**config.mk**
```make
export PLATFORM = sky130hd
export DESIGN_NAME = sfr_bank_map
export DESIGN_NICKNAME = d
export VERILOG_FILES = /design/src/sfr_bank_map.v
export VERILOG_INCLUDE_DIRS = /design/src
export SDC_FILE = /design/constraint.sdc
export NUM_CORES = 2
export LEC_CHECK = 0
export BUFFER_PORTS_ARGS = -buffer_cell sky130_fd_sc_hd__buf_4
export CAP_MARGIN = 40
export CORE_UTILIZATION = 59
export DETAILED_ROUTE_END_ITERATION = 7
export PLACE_DENSITY_LB_ADDON = 0.1
export SYNTH_ARGS = -nofsm -noshare
export SYNTH_HDL_FRONTEND = slang
export SYNTH_SLANG_ARGS = --single-unit
```
**constraint.sdc**
```tcl
create_clock -name mclk -period 5.65 [get_ports mclk]
set_input_delay 1.4125 -clock mclk [delete_from_list [all_inputs] [get_ports mclk]]
set_output_delay 1.4125 -clock mclk [all_outputs]
set_load 0.1 [all_outputs]
```
**src/sbm_defines.vh**
```
// sbm_defines.vh: file addresses, reset values and bit masks of the register map.
// assumes: the includer compares against full 8-bit file addresses, bit 7 = bank.
`ifndef SBM_DEFINES_VH
`define SBM_DEFINES_VH
`define SBM_BANK_BIT 8'h80
`define SBM_INDIRECT_DATA_PORT 8'h00
`define SBM_TIMER0_COUNT 8'h01
`define SBM_PC_LOW_BYTE 8'h02
`define SBM_CORE_STATUS 8'h03
`define SBM_INDIRECT_POINTER 8'h04
`define SBM_PORT_A_PINS 8'h05
`define SBM_PORT_B_PINS 8'h06
`define SBM_PORT_C_PINS 8'h07
`define SBM_PORT_D_PINS 8'h08
`define SBM_PORT_E_PINS 8'h09
`define SBM_PC_HIGH_LATCH 8'h0a
`define SBM_CORE_IRQ_CTRL 8'h0b
`define SBM_PERIPH_FLAGS_1 8'h0c
`define SBM_PERIPH_FLAGS_2 8'h0d
`define SBM_TIMER1_LOW 8'h0e
`define SBM_TIMER1_HIGH 8'h0f
`define SBM_TIMER1_CTRL 8'h10
`define SBM_TIMER2_COUNT 8'h11
`define SBM_TIMER2_CTRL 8'h12
`define SBM_SSER_BUF 8'h13
`define SBM_SSER_CTRL 8'h14
`define SBM_CCP1_LOW 8'h15
`define SBM_CCP1_HIGH 8'h16
`define SBM_CCP1_CTRL 8'h17
`define SBM_USART_RX_STAT 8'h18
`define SBM_USART_TX_DATA 8'h19
`define SBM_USART_RX_DATA 8'h1a
`define SBM_CCP2_LOW 8'h1b
`define SBM_CCP2_HIGH 8'h1c
`define SBM_CCP2_CTRL 8'h1d
`define SBM_ADC_RESULT 8'h1e
`define SBM_ADC_CTRL 8'h1f
`define SBM_PRESCALE_CFG 8'h81
`define SBM_PORT_A_DIR 8'h85
`define SBM_PORT_B_DIR 8'h86
`define SBM_PORT_C_DIR 8'h87
`define SBM_PORT_D_DIR 8'h88
`define SBM_PORT_E_DIR_PSP 8'h89
`define SBM_PERIPH_EN_1 8'h8c
`define SBM_PERIPH_EN_2 8'h8d
`define SBM_POWER_CONTROL 8'h8e
`define SBM_TIMER2_PERIOD 8'h92
`define SBM_SSER_SLAVE_ADDR 8'h93
`define SBM_SSER_STATE 8'h94
`define SBM_USART_TX_STAT 8'h98
`define SBM_BAUD_DIVISOR 8'h99
`define SBM_ADC_PIN_CFG 8'h9f
// general-purpose ram
`define SBM_GPR_BASE 8'h20
`define SBM_GPR_PER_BANK 8'h60
// reset values
`define SBM_RST_ZERO 8'h00
`define SBM_RST_ALL_ONES 8'hff
`define SBM_RST_TX_STAT 8'h02
`define SBM_RST_DIR_A 8'h3f
`define SBM_RST_DIR_E 8'h07
`define SBM_RST_STATUS_HI 3'h0
`define SBM_RST_TOPD 2'h3
`define SBM_RST_PC 13'h0000
`define SBM_RST_LATCH 5'h00
// implemented-bit masks and the port A keep mask
`define SBM_MASK_FULL 8'hff
`define SBM_MASK_6B 8'h3f
`define SBM_MASK_T2_CTRL 8'h7f
`define SBM_MASK_USART_STAT 8'hf7
`define SBM_MASK_ADC_CTRL 8'hfd
`define SBM_MASK_3B 8'h07
`define SBM_MASK_DIR_E_WR 8'h17
`define SBM_MASK_NO_PSP 8'h7f
`define SBM_MASK_BIT0 8'h01
`define SBM_MASK_PORT_A_KEEP 8'h10
`endif

```
**src/sfr_bank_map.v**
```verilog
// sfr_bank_map.v: two-bank special-function register map and data ram of the core.
// assumes: core presents one access per cycle on accAddr; reset cause levels are
// held stable by the reset controller until the first edge after reset_n rises.
`timescale 1ns/1ps
`default_nettype none
`include "sbm_defines.vh"
module sfr_bank_map #(
    parameter HAS_PORT_DE = 1,
    parameter HAS_BOR = 1,
    parameter HAS_PSP = 1
) (
    // clock and reset
    input wire mclk,
    input wire reset_n,
    // reset cause, held through release
    input wire powerUpReset,
    input wire brownoutReset,
    input wire watchdogReset,
    input wire sleepAtReset,
    // core data access
    input wire [6:0] accAddr,
    input wire rdEn,
    input wire wrEn,
    input wire [7:0] wrData,
    input wire aluFlagWe,
    input wire [2:0] aluFlags,
    output reg [7:0] rdData,
    // program counter
    input wire pcStep,
    input wire pcJump,
    input wire [10:0] pcTarget,
    output reg [12:0] pcValue,
    // core events
    input wire clrwdtExec,
    input wire sleepExec,
    input wire [2:0] intFlagSet,
    input wire [7:0] periphFlagSet1,
    input wire periphFlagSet2,
    // ports
    input wire [7:0] portPinsA,
    input wire [7:0] portPinsB,
    input wire [7:0] portPinsC,
    input wire [7:0] portPinsD,
    input wire [7:0] portPinsE,
    output reg [7:0] portLatchA,
    output reg [7:0] portLatchB,
    output reg [7:0] portLatchC,
    output reg [7:0] portLatchD,
    output reg [7:0] portLatchE,
    output reg [7:0] portDirA,
    output reg [7:0] portDirB,
    output reg [7:0] portDirC,
    output reg [7:0] portDirD,
    output reg [7:0] portDirE,
    input wire [2:0] pspStatus,
    // peripheral data
    input wire [7:0] adcResult,
    input wire [7:0] usartRxData,
    // register state toward the core and peripherals
    output wire [7:0] statusValue,
    output wire [7:0] irqCtrlValue,
    output reg [7:0] periphFlags1,
    output reg [7:0] periphEnables1,
    output reg periphFlags2,
    output reg periphEnables2,
    output reg sfrWrStrobe,
    output reg [7:0] sfrWrAddr,
    output reg [7:0] sfrWrData
);

    function [7:0] genMask;
        input [7:0] a;
        begin
            case (a)
                `SBM_TIMER0_COUNT, `SBM_TIMER1_LOW, `SBM_TIMER1_HIGH,
                `SBM_TIMER2_COUNT, `SBM_SSER_BUF, `SBM_SSER_CTRL,
                `SBM_CCP1_LOW, `SBM_CCP1_HIGH, `SBM_USART_TX_DATA,
                `SBM_CCP2_LOW, `SBM_CCP2_HIGH, `SBM_PRESCALE_CFG,
                `SBM_TIMER2_PERIOD, `SBM_SSER_SLAVE_ADDR,
                `SBM_BAUD_DIVISOR: genMask = `SBM_MASK_FULL;
                `SBM_TIMER1_CTRL, `SBM_CCP1_CTRL, `SBM_CCP2_CTRL,
                `SBM_SSER_STATE: genMask = `SBM_MASK_6B;
                `SBM_TIMER2_CTRL: genMask = `SBM_MASK_T2_CTRL;
                `SBM_USART_RX_STAT,
                `SBM_USART_TX_STAT: genMask = `SBM_MASK_USART_STAT;
                `SBM_ADC_CTRL: genMask = `SBM_MASK_ADC_CTRL;
                `SBM_ADC_PIN_CFG: genMask = `SBM_MASK_3B;
                default: genMask = `SBM_RST_ZERO;
            endcase
        end
    endfunction

    function [7:0] genRst;
        input [7:0] a;
        begin
            case (a)
                `SBM_PRESCALE_CFG, `SBM_TIMER2_PERIOD: genRst = `SBM_RST_ALL_ONES;
                `SBM_USART_TX_STAT: genRst = `SBM_RST_TX_STAT;
                default: genRst = `SBM_RST_ZERO;
            endcase
        end
    endfunction

    // registers that hold their value over a pin or watchdog reset
    function genKeep;
        input [7:0] a;
        begin
            case (a)
                `SBM_TIMER0_COUNT, `SBM_TIMER1_LOW, `SBM_TIMER1_HIGH,
                `SBM_TIMER1_CTRL, `SBM_SSER_BUF, `SBM_CCP1_LOW,
                `SBM_CCP1_HIGH, `SBM_CCP2_LOW, `SBM_CCP2_HIGH: genKeep = 1'b1;
                default: genKeep = 1'b0;
            endcase
        end
    endfunction

    // pins read back through the implemented-bit mask; absent ports read zero
    function [7:0] portRead;
        input [7:0] pins;
        input [7:0] mask;
        input present;
        begin
            if (present)
                portRead = pins & mask;
            else
                portRead = `SBM_RST_ZERO;
        end
    endfunction

    // core registers decode the same in both banks
    function isCore;
        input [7:0] a;
        begin
            case (a & ~`SBM_BANK_BIT)
                `SBM_PC_LOW_BYTE, `SBM_CORE_STATUS, `SBM_INDIRECT_POINTER,
                `SBM_PC_HIGH_LATCH, `SBM_CORE_IRQ_CTRL: isCore = 1'b1;
                default: isCore = 1'b0;
            endcase
        end
    endfunction

    // timeout and powerdown after reset; a pin reset out of sleep sets timeout and clears powerdown
    function [1:0] resetToPd;
        input power;
        input wdt;
        input asleep;
        begin
            if (power)
                resetToPd = `SBM_RST_TOPD;
            else
                resetToPd = {~wdt, ~asleep};
        end
    endfunction

    function [7:0] gprIndex;
        input [7:0] a;
        begin
            gprIndex = {1'b0, a[6:0]} - `SBM_GPR_BASE;
            if (a[7])
                gprIndex = gprIndex + `SBM_GPR_PER_BANK;
        end
    endfunction

    integer i;
    reg [7:0] genReg [0:63];
    // bank 1 ram follows bank 0 ram in one array
    reg [7:0] gpr [0:191];
    reg rstApply_q;
    reg [2:0] statusHi_q;
    reg [1:0] toPd_q;
    reg [2:0] flags_q;
    reg [7:0] ptr_q;
    reg [4:0] pcLatch_q;
    reg [6:0] irqHi_q;
    reg irqLow_q;
    reg [1:0] power_control_q;
    reg [7:0] rdMux;

    wire hasDE = (HAS_PORT_DE != 0);
    wire [7:0] pir1Mask = (HAS_PSP != 0) ? `SBM_MASK_FULL : `SBM_MASK_NO_PSP;
    wire [7:0] pconMask = (HAS_BOR != 0) ? `SBM_MASK_3B : 8'h02;
    wire indirect = ({1'b0, accAddr} == `SBM_INDIRECT_DATA_PORT);
    wire [7:0] eff = indirect ? ptr_q : {statusHi_q[0], accAddr};
    wire isGpr = (eff[6:5] != 2'b00);
    wire isSelf = ({1'b0, eff[6:0]} == `SBM_INDIRECT_DATA_PORT);
    wire [5:0] genIdx = {eff[7], eff[4:0]};
    wire [7:0] gIdx = gprIndex(eff);
    // the apply cycle drops accesses so a write cannot race the reset load
    // a pointer of 00h or 80h would address itself, so such writes are refused
    wire wrOk = wrEn & ~rstApply_q & ~isSelf;
    wire wrSfr = wrOk & ~isGpr;
    wire [7:0] effCore = eff & ~`SBM_BANK_BIT;
    wire coreHit = isCore(eff);
    wire wrPcl = wrSfr && (effCore == `SBM_PC_LOW_BYTE);
    wire wrStatus = wrSfr && (effCore == `SBM_CORE_STATUS);
    wire wrIrq = wrSfr && (effCore == `SBM_CORE_IRQ_CTRL);

    assign statusValue = {statusHi_q, toPd_q, flags_q};
    assign irqCtrlValue = {irqHi_q, irqLow_q};

    // read decode; core registers ignore the bank bit
    always @* begin
        rdMux = `SBM_RST_ZERO;
        if (isGpr)
            rdMux = gpr[gIdx];
        else if (isSelf)
            rdMux = `SBM_RST_ZERO;
        else if (coreHit) begin
            case (effCore)
                `SBM_PC_LOW_BYTE: rdMux = pcValue[7:0];
                `SBM_CORE_STATUS: rdMux = statusValue;
                `SBM_INDIRECT_POINTER: rdMux = ptr_q;
                `SBM_PC_HIGH_LATCH: rdMux = {3'b000, pcLatch_q};
                default: rdMux = irqCtrlValue;
            endcase
        end else begin
            case (eff)
                `SBM_PORT_A_PINS: rdMux = portRead(portPinsA, `SBM_MASK_6B, 1'b1);
                `SBM_PORT_B_PINS: rdMux = portRead(portPinsB, `SBM_MASK_FULL, 1'b1);
                `SBM_PORT_C_PINS: rdMux = portRead(portPinsC, `SBM_MASK_FULL, 1'b1);
                `SBM_PORT_D_PINS: rdMux = portRead(portPinsD, `SBM_MASK_FULL, hasDE);
                `SBM_PORT_E_PINS: rdMux = portRead(portPinsE, `SBM_MASK_3B, hasDE);
                `SBM_PORT_A_DIR: rdMux = portDirA;
                `SBM_PORT_B_DIR: rdMux = portDirB;
                `SBM_PORT_C_DIR: rdMux = portDirC;
                `SBM_PORT_D_DIR: rdMux = hasDE ? portDirD : `SBM_RST_ZERO;
                `SBM_PORT_E_DIR_PSP: rdMux = hasDE ? ({pspStatus, 5'h00} | portDirE) : `SBM_RST_ZERO;
                `SBM_PERIPH_FLAGS_1: rdMux = periphFlags1;
                `SBM_PERIPH_FLAGS_2: rdMux = {7'h00, periphFlags2};
                `SBM_PERIPH_EN_1: rdMux = periphEnables1;
                `SBM_PERIPH_EN_2: rdMux = {7'h00, periphEnables2};
                `SBM_POWER_CONTROL: rdMux = {6'h00, power_control_q} & pconMask;
                `SBM_USART_RX_DATA: rdMux = usartRxData;
                `SBM_ADC_RESULT: rdMux = adcResult;
                default: rdMux = genReg[genIdx] & genMask(eff);
            endcase
        end
    end

    // state whose reset value does not depend on the reset cause
    always @(posedge mclk or negedge reset_n) begin
        if (!reset_n) begin
            rstApply_q <= 1'b1;
            statusHi_q <= `SBM_RST_STATUS_HI;
            pcValue <= `SBM_RST_PC;
            pcLatch_q <= `SBM_RST_LATCH;
            irqHi_q <= 7'h00;
            periphFlags1 <= `SBM_RST_ZERO;
            periphFlags2 <= 1'b0;
            periphEnables1 <= `SBM_RST_ZERO;
            periphEnables2 <= 1'b0;
            portDirA <= `SBM_RST_DIR_A;
            portDirB <= `SBM_RST_ALL_ONES;
            portDirC <= `SBM_RST_ALL_ONES;
            portDirD <= `SBM_RST_ALL_ONES;
            portDirE <= `SBM_RST_DIR_E;
            rdData <= `SBM_RST_ZERO;
            sfrWrStrobe <= 1'b0;
            sfrWrAddr <= `SBM_RST_ZERO;
            sfrWrData <= `SBM_RST_ZERO;
        end else begin
            rstApply_q <= 1'b0;
            // read data stands until the next read is taken
            if (rdEn && !rstApply_q)
                rdData <= rdMux;
            sfrWrStrobe <= wrSfr;
            if (wrSfr) begin
                sfrWrAddr <= eff;
                sfrWrData <= wrData;
            end
            if (wrStatus)
                statusHi_q <= wrData[7:5];
            // low-byte writes take all five upper bits from the latch
            if (wrPcl)
                pcValue <= {pcLatch_q, wrData};
            else if (pcJump)
                // a jump carries 11 bits, so only the top two come from the latch
                pcValue <= {pcLatch_q[4:3], pcTarget};
            else if (pcStep)
                pcValue <= pcValue + 13'd1;
            if (wrSfr && effCore == `SBM_PC_HIGH_LATCH)
                pcLatch_q <= wrData[4:0];
            if (wrIrq)
                irqHi_q[6:2] <= wrData[7:3];
            // hardware set wins over a clearing write
            irqHi_q[1:0] <= (wrIrq ? wrData[2:1] : irqHi_q[1:0]) | intFlagSet[2:1];
            periphFlags1 <= (((wrSfr && eff == `SBM_PERIPH_FLAGS_1) ? wrData : periphFlags1)
                            | periphFlagSet1) & pir1Mask;
            periphFlags2 <= ((wrSfr && eff == `SBM_PERIPH_FLAGS_2) ? wrData[0] : periphFlags2)
                            | periphFlagSet2;
            if (wrSfr && eff == `SBM_PERIPH_EN_1)
                periphEnables1 <= wrData & pir1Mask;
            if (wrSfr && eff == `SBM_PERIPH_EN_2)
                periphEnables2 <= wrData[0];
            if (wrSfr && eff == `SBM_PORT_A_DIR)
                portDirA <= wrData & `SBM_MASK_6B;
            if (wrSfr && eff == `SBM_PORT_B_DIR)
                portDirB <= wrData;
            if (wrSfr && eff == `SBM_PORT_C_DIR)
                portDirC <= wrData;
            if (wrSfr && eff == `SBM_PORT_D_DIR && hasDE)
                portDirD <= wrData;
            if (wrSfr && eff == `SBM_PORT_E_DIR_PSP && hasDE)
                portDirE <= wrData & `SBM_MASK_DIR_E_WR;
        end
    end

    // cause-dependent state, loaded at the first edge after reset release
    always @(posedge mclk) begin
        if (rstApply_q) begin
            // kept registers skip the load on a pin or watchdog reset
            for (i = 0; i < 64; i = i + 1) begin
                if (powerUpReset || !genKeep({i[5], 2'b00, i[4:0]}))
                    genReg[i] <= genRst({i[5], 2'b00, i[4:0]});
            end
            toPd_q <= resetToPd(powerUpReset, watchdogReset, sleepAtReset);
            if (powerUpReset) begin
                flags_q <= 3'b000;
                ptr_q <= `SBM_RST_ZERO;
                irqLow_q <= 1'b0;
                portLatchA <= `SBM_RST_ZERO;
                portLatchB <= `SBM_RST_ZERO;
                portLatchC <= `SBM_RST_ZERO;
                portLatchD <= `SBM_RST_ZERO;
                portLatchE <= `SBM_RST_ZERO;
                power_control_q <= brownoutReset ? 2'b10 : 2'b00;
            end else begin
                portLatchA <= portLatchA & `SBM_MASK_PORT_A_KEEP;
            end
        end else begin
            if (clrwdtExec || sleepExec)
                toPd_q <= {1'b1, ~sleepExec};
            if (aluFlagWe)
                flags_q <= aluFlags;
            else if (wrStatus)
                flags_q <= wrData[2:0];
            irqLow_q <= (wrIrq ? wrData[0] : irqLow_q) | intFlagSet[0];
            if (wrSfr && effCore == `SBM_INDIRECT_POINTER)
                ptr_q <= wrData;
            if (wrSfr && eff == `SBM_PORT_A_PINS)
                portLatchA <= wrData & `SBM_MASK_6B;
            if (wrSfr && eff == `SBM_PORT_B_PINS)
                portLatchB <= wrData;
            if (wrSfr && eff == `SBM_PORT_C_PINS)
                portLatchC <= wrData;
            if (wrSfr && eff == `SBM_PORT_D_PINS && hasDE)
                portLatchD <= wrData;
            if (wrSfr && eff == `SBM_PORT_E_PINS && hasDE)
                portLatchE <= wrData & `SBM_MASK_3B;
            if (wrSfr && eff == `SBM_POWER_CONTROL)
                power_control_q <= wrData[1:0] & pconMask[1:0];
            if (wrSfr && eff[6:5] == 2'b00)
                genReg[genIdx] <= wrData & genMask(eff);
            if (wrOk && isGpr)
                gpr[gIdx] <= wrData;
        end
    end

endmodule // sfr_bank_map
`default_nettype wire

```
==> flow_summary.ini <==
[sta]
fin_crit_ns = 4.94
relSlewSlack = 0.332
fin_tns_setup_ns = 0
drv_slew = 0
hold_viol = 0
timing.hold.ws_ns = 0.486
finalWorstSetupSlack_ns = 0.708
worst_slew_pin_slew_ns = 1.00
clock-skew-final_ns = 0.0670
max_freq_mhz = 202
rsz0062_at_grt = no
fin_crit_sh = 0.875
finalSetupViolCount = 0

[drt]
routed_wl_um = 328000
wl_per_cell_um = 33.6
avgViaCountPerCell = 6.68
ant_nets = 0
drt-pass1-iter-count = 6
drcViolationCount = 0
vias = 65200
drt_iter0_markers = 10800

[global_routing]
grtUsageTotal = 0.419
overflow = 0
grt_max_degree = 146
first_global_vias = 60900
grt_antenna_before_repair = 18
grt_pass1_wl_um = 456000

[worst_hold_path]
holdCritPathClass = in -> async

[placement]
placed_cells_incl_taps = 9337
place.gp.congestion = 0.994
place_area_um2 = 99500
portBuffers = 244
dp_hpwl_um = 217000
pre_cts_ws_ns = 0.0265

[floorplanning]
start_util = 0.595
fp.dieH_um = 394
chipWidth_um = 394
fp.coreArea_um2 = 152000
num_rows = 143
ios = 265
die-area_um2 = 155000

[yosys]
synth-edff-count = 2097
yosys-top-cells-area = edfxtp_1, nand2_1, mux2i_1
synthFlopType = edfxtp_1
synth_top_cell_by_area = edfxtp_1
ys_ff_latch = 2203
syn-cell-area_um2 = 90400
syn_area_per_cell_um2 = 13.7
ys_warn_count = 0
async_flop_share = 0.0481
yosysTopAreaCellShare = 0.696
syn_inst = 6578
ys_types = 103
ys_seq_area_frac = 0.726

[clock_network]
cts_tree = done
numCtsBuffers = 214
cts_num_sinks = 2203
cts_resized = 0
path_clk_slew_ns = 0.07
insertion_delay_ns = 0.89
post_cts_buffers = 0
clock_path_buffers = 3
ctsHoldBuffers = 0
cts_root_buf = clkbuf_16
htree_levels = 4

[cells_and_area]
syn_to_final_growth_pct = 18.1
multi_input_area_um2 = 23800
final_common_cell = edfxtp_1
mostFrequentLayoutCells = edfxtp_1, nand2_1, buf_4, nor2_1, conb_1
layout.nets = 7642
drive_gt1_frac = 0.175
final_area_um2 = 107000
reg_top3 = gpr (1536), genReg (512), pcValue (13)
final_util = 0.702
largest_reg_flops = 1536
fill_cells = 10500
final_cells = 9761
regArea_um2 = 65700
top_register = gpr

[setup_path]
endpoint_kind = register
cpMaxStageDelayCell = nor2_2
cp_top_family = compound AO/OA/AOI/OAI gates
arrival_ns = 5.71
startpoint_type = primary input
crit_path_max_incr_delay_ns = 0.77
critPathBufInv = 4
crit_chain = buf_4 > nor3_4 > a41oi_4 > buf_12 > nor2_2 > a22oi_1 > o211ai_1 > nand3_1 > o41ai_1 > buf_4 > o2111ai_1 > buf_4 > a2111o_1
path_class = in -> reg
crit_path_max_fanout = 25
cpMostUsedCell = buf_4
cp.required_ns = 6.42

[pwr]
power.total_mw = 36.1
leakagePower_nw = 38.4
power_density_nw_per_um2 = 338
vdd_ir_drop_max_mv = 0.329

[status]
status = finished clean

[run]
maxCapViolCount = 0
## report_power, final
group / switching, mW / internal, mW
clock network: 6.37 / 8.23
logic: 2.46 / 0.828
registers: 0.134 / 18.1
## cells in the mapped netlist, drive strengths merged (11+ instances only)
library cell and instances:
and3 43, a21oi 309, edfxtp 2097, a311oi 28, nand4 38, and2 13, o2111ai 17, a32oi 52
o221ai 68, o31ai 13, nand3 277, buf 313, o211ai 42, a22o 14, a22oi 52, clkbuf 154
a21o 32, o22a 13, o41ai 11, or2 15, nand2 1193, dfstp 34, o22ai 62, nor4 23
a31oi 69, a221oi 75, a211oi 33, nand2b 35, inv 35, nor2b 19, a2111oi 12, mux2 73
a221o 70, mux2i 242, nor3 60, o21ai 178, o211a 18, dfrtp 72, a222oi 23, nor2 486
## final cells by class
class | instances | share of cell area
Antenna cell | 13 | 0.000305
Clock buffer | 257 | 0.0522
Clock inverter | 149 | 0.0151
Inverter | 37 | 0.00130
Multi-Input combinational cell | 4221 | 0.223
Sequential cell | 2203 | 0.615
Tap cell | 2030 | 0.0238
Timing Repair Buffer | 851 | 0.0692
## cells by family (layout without fill, tap and decap cells)
kind of cell | count (synthesis) | after routing | synth area share
adders and majority gates | 1 | 1 | 0.000138
and+or+nand+nor | 2252 | 2252 | 0.107
buffers and inverters | 504 | 1294 | 0.0273
DFF | 2203 | 2203 | 0.726
muxes | 321 | 321 | 0.0374
other | 1 | 364 | 0.0000415
xor gates and xnor gates | 11 | 11 | 0.00107
AOI/OAI and AO/OA | 1285 | 1285 | 0.101
## worst paths after layout
check	startpoint	endpoint	slack [ns]	cells past startpoint
max in group asynchronous	reset_n	portDirD[7]	3.99	3
setup / recovery	accAddr[6]	rdData[4]	0.71	13
setup reg to reg	ptr_q[0]	rdData[4]	1.09	13
hold reg to reg	sfrWrData[0]	sfrWrData[0]	0.49	2
hold / removal	reset_n	pcValue[0]	0.49	1
min in group mclk	sfrWrData[0]	sfrWrData[0]	0.49	2
## routing by layer
metal,share of wire,up-vias,GRT usage
met1,0.36,32400,0.573
met3,0.13,922,0.102
met2,0.44,5096,0.617
met4,0.067,16,0.239
li1,-,26700,-
met5,0.00041,-,0
Note: power is estimated with default switching activity, not from simulation.
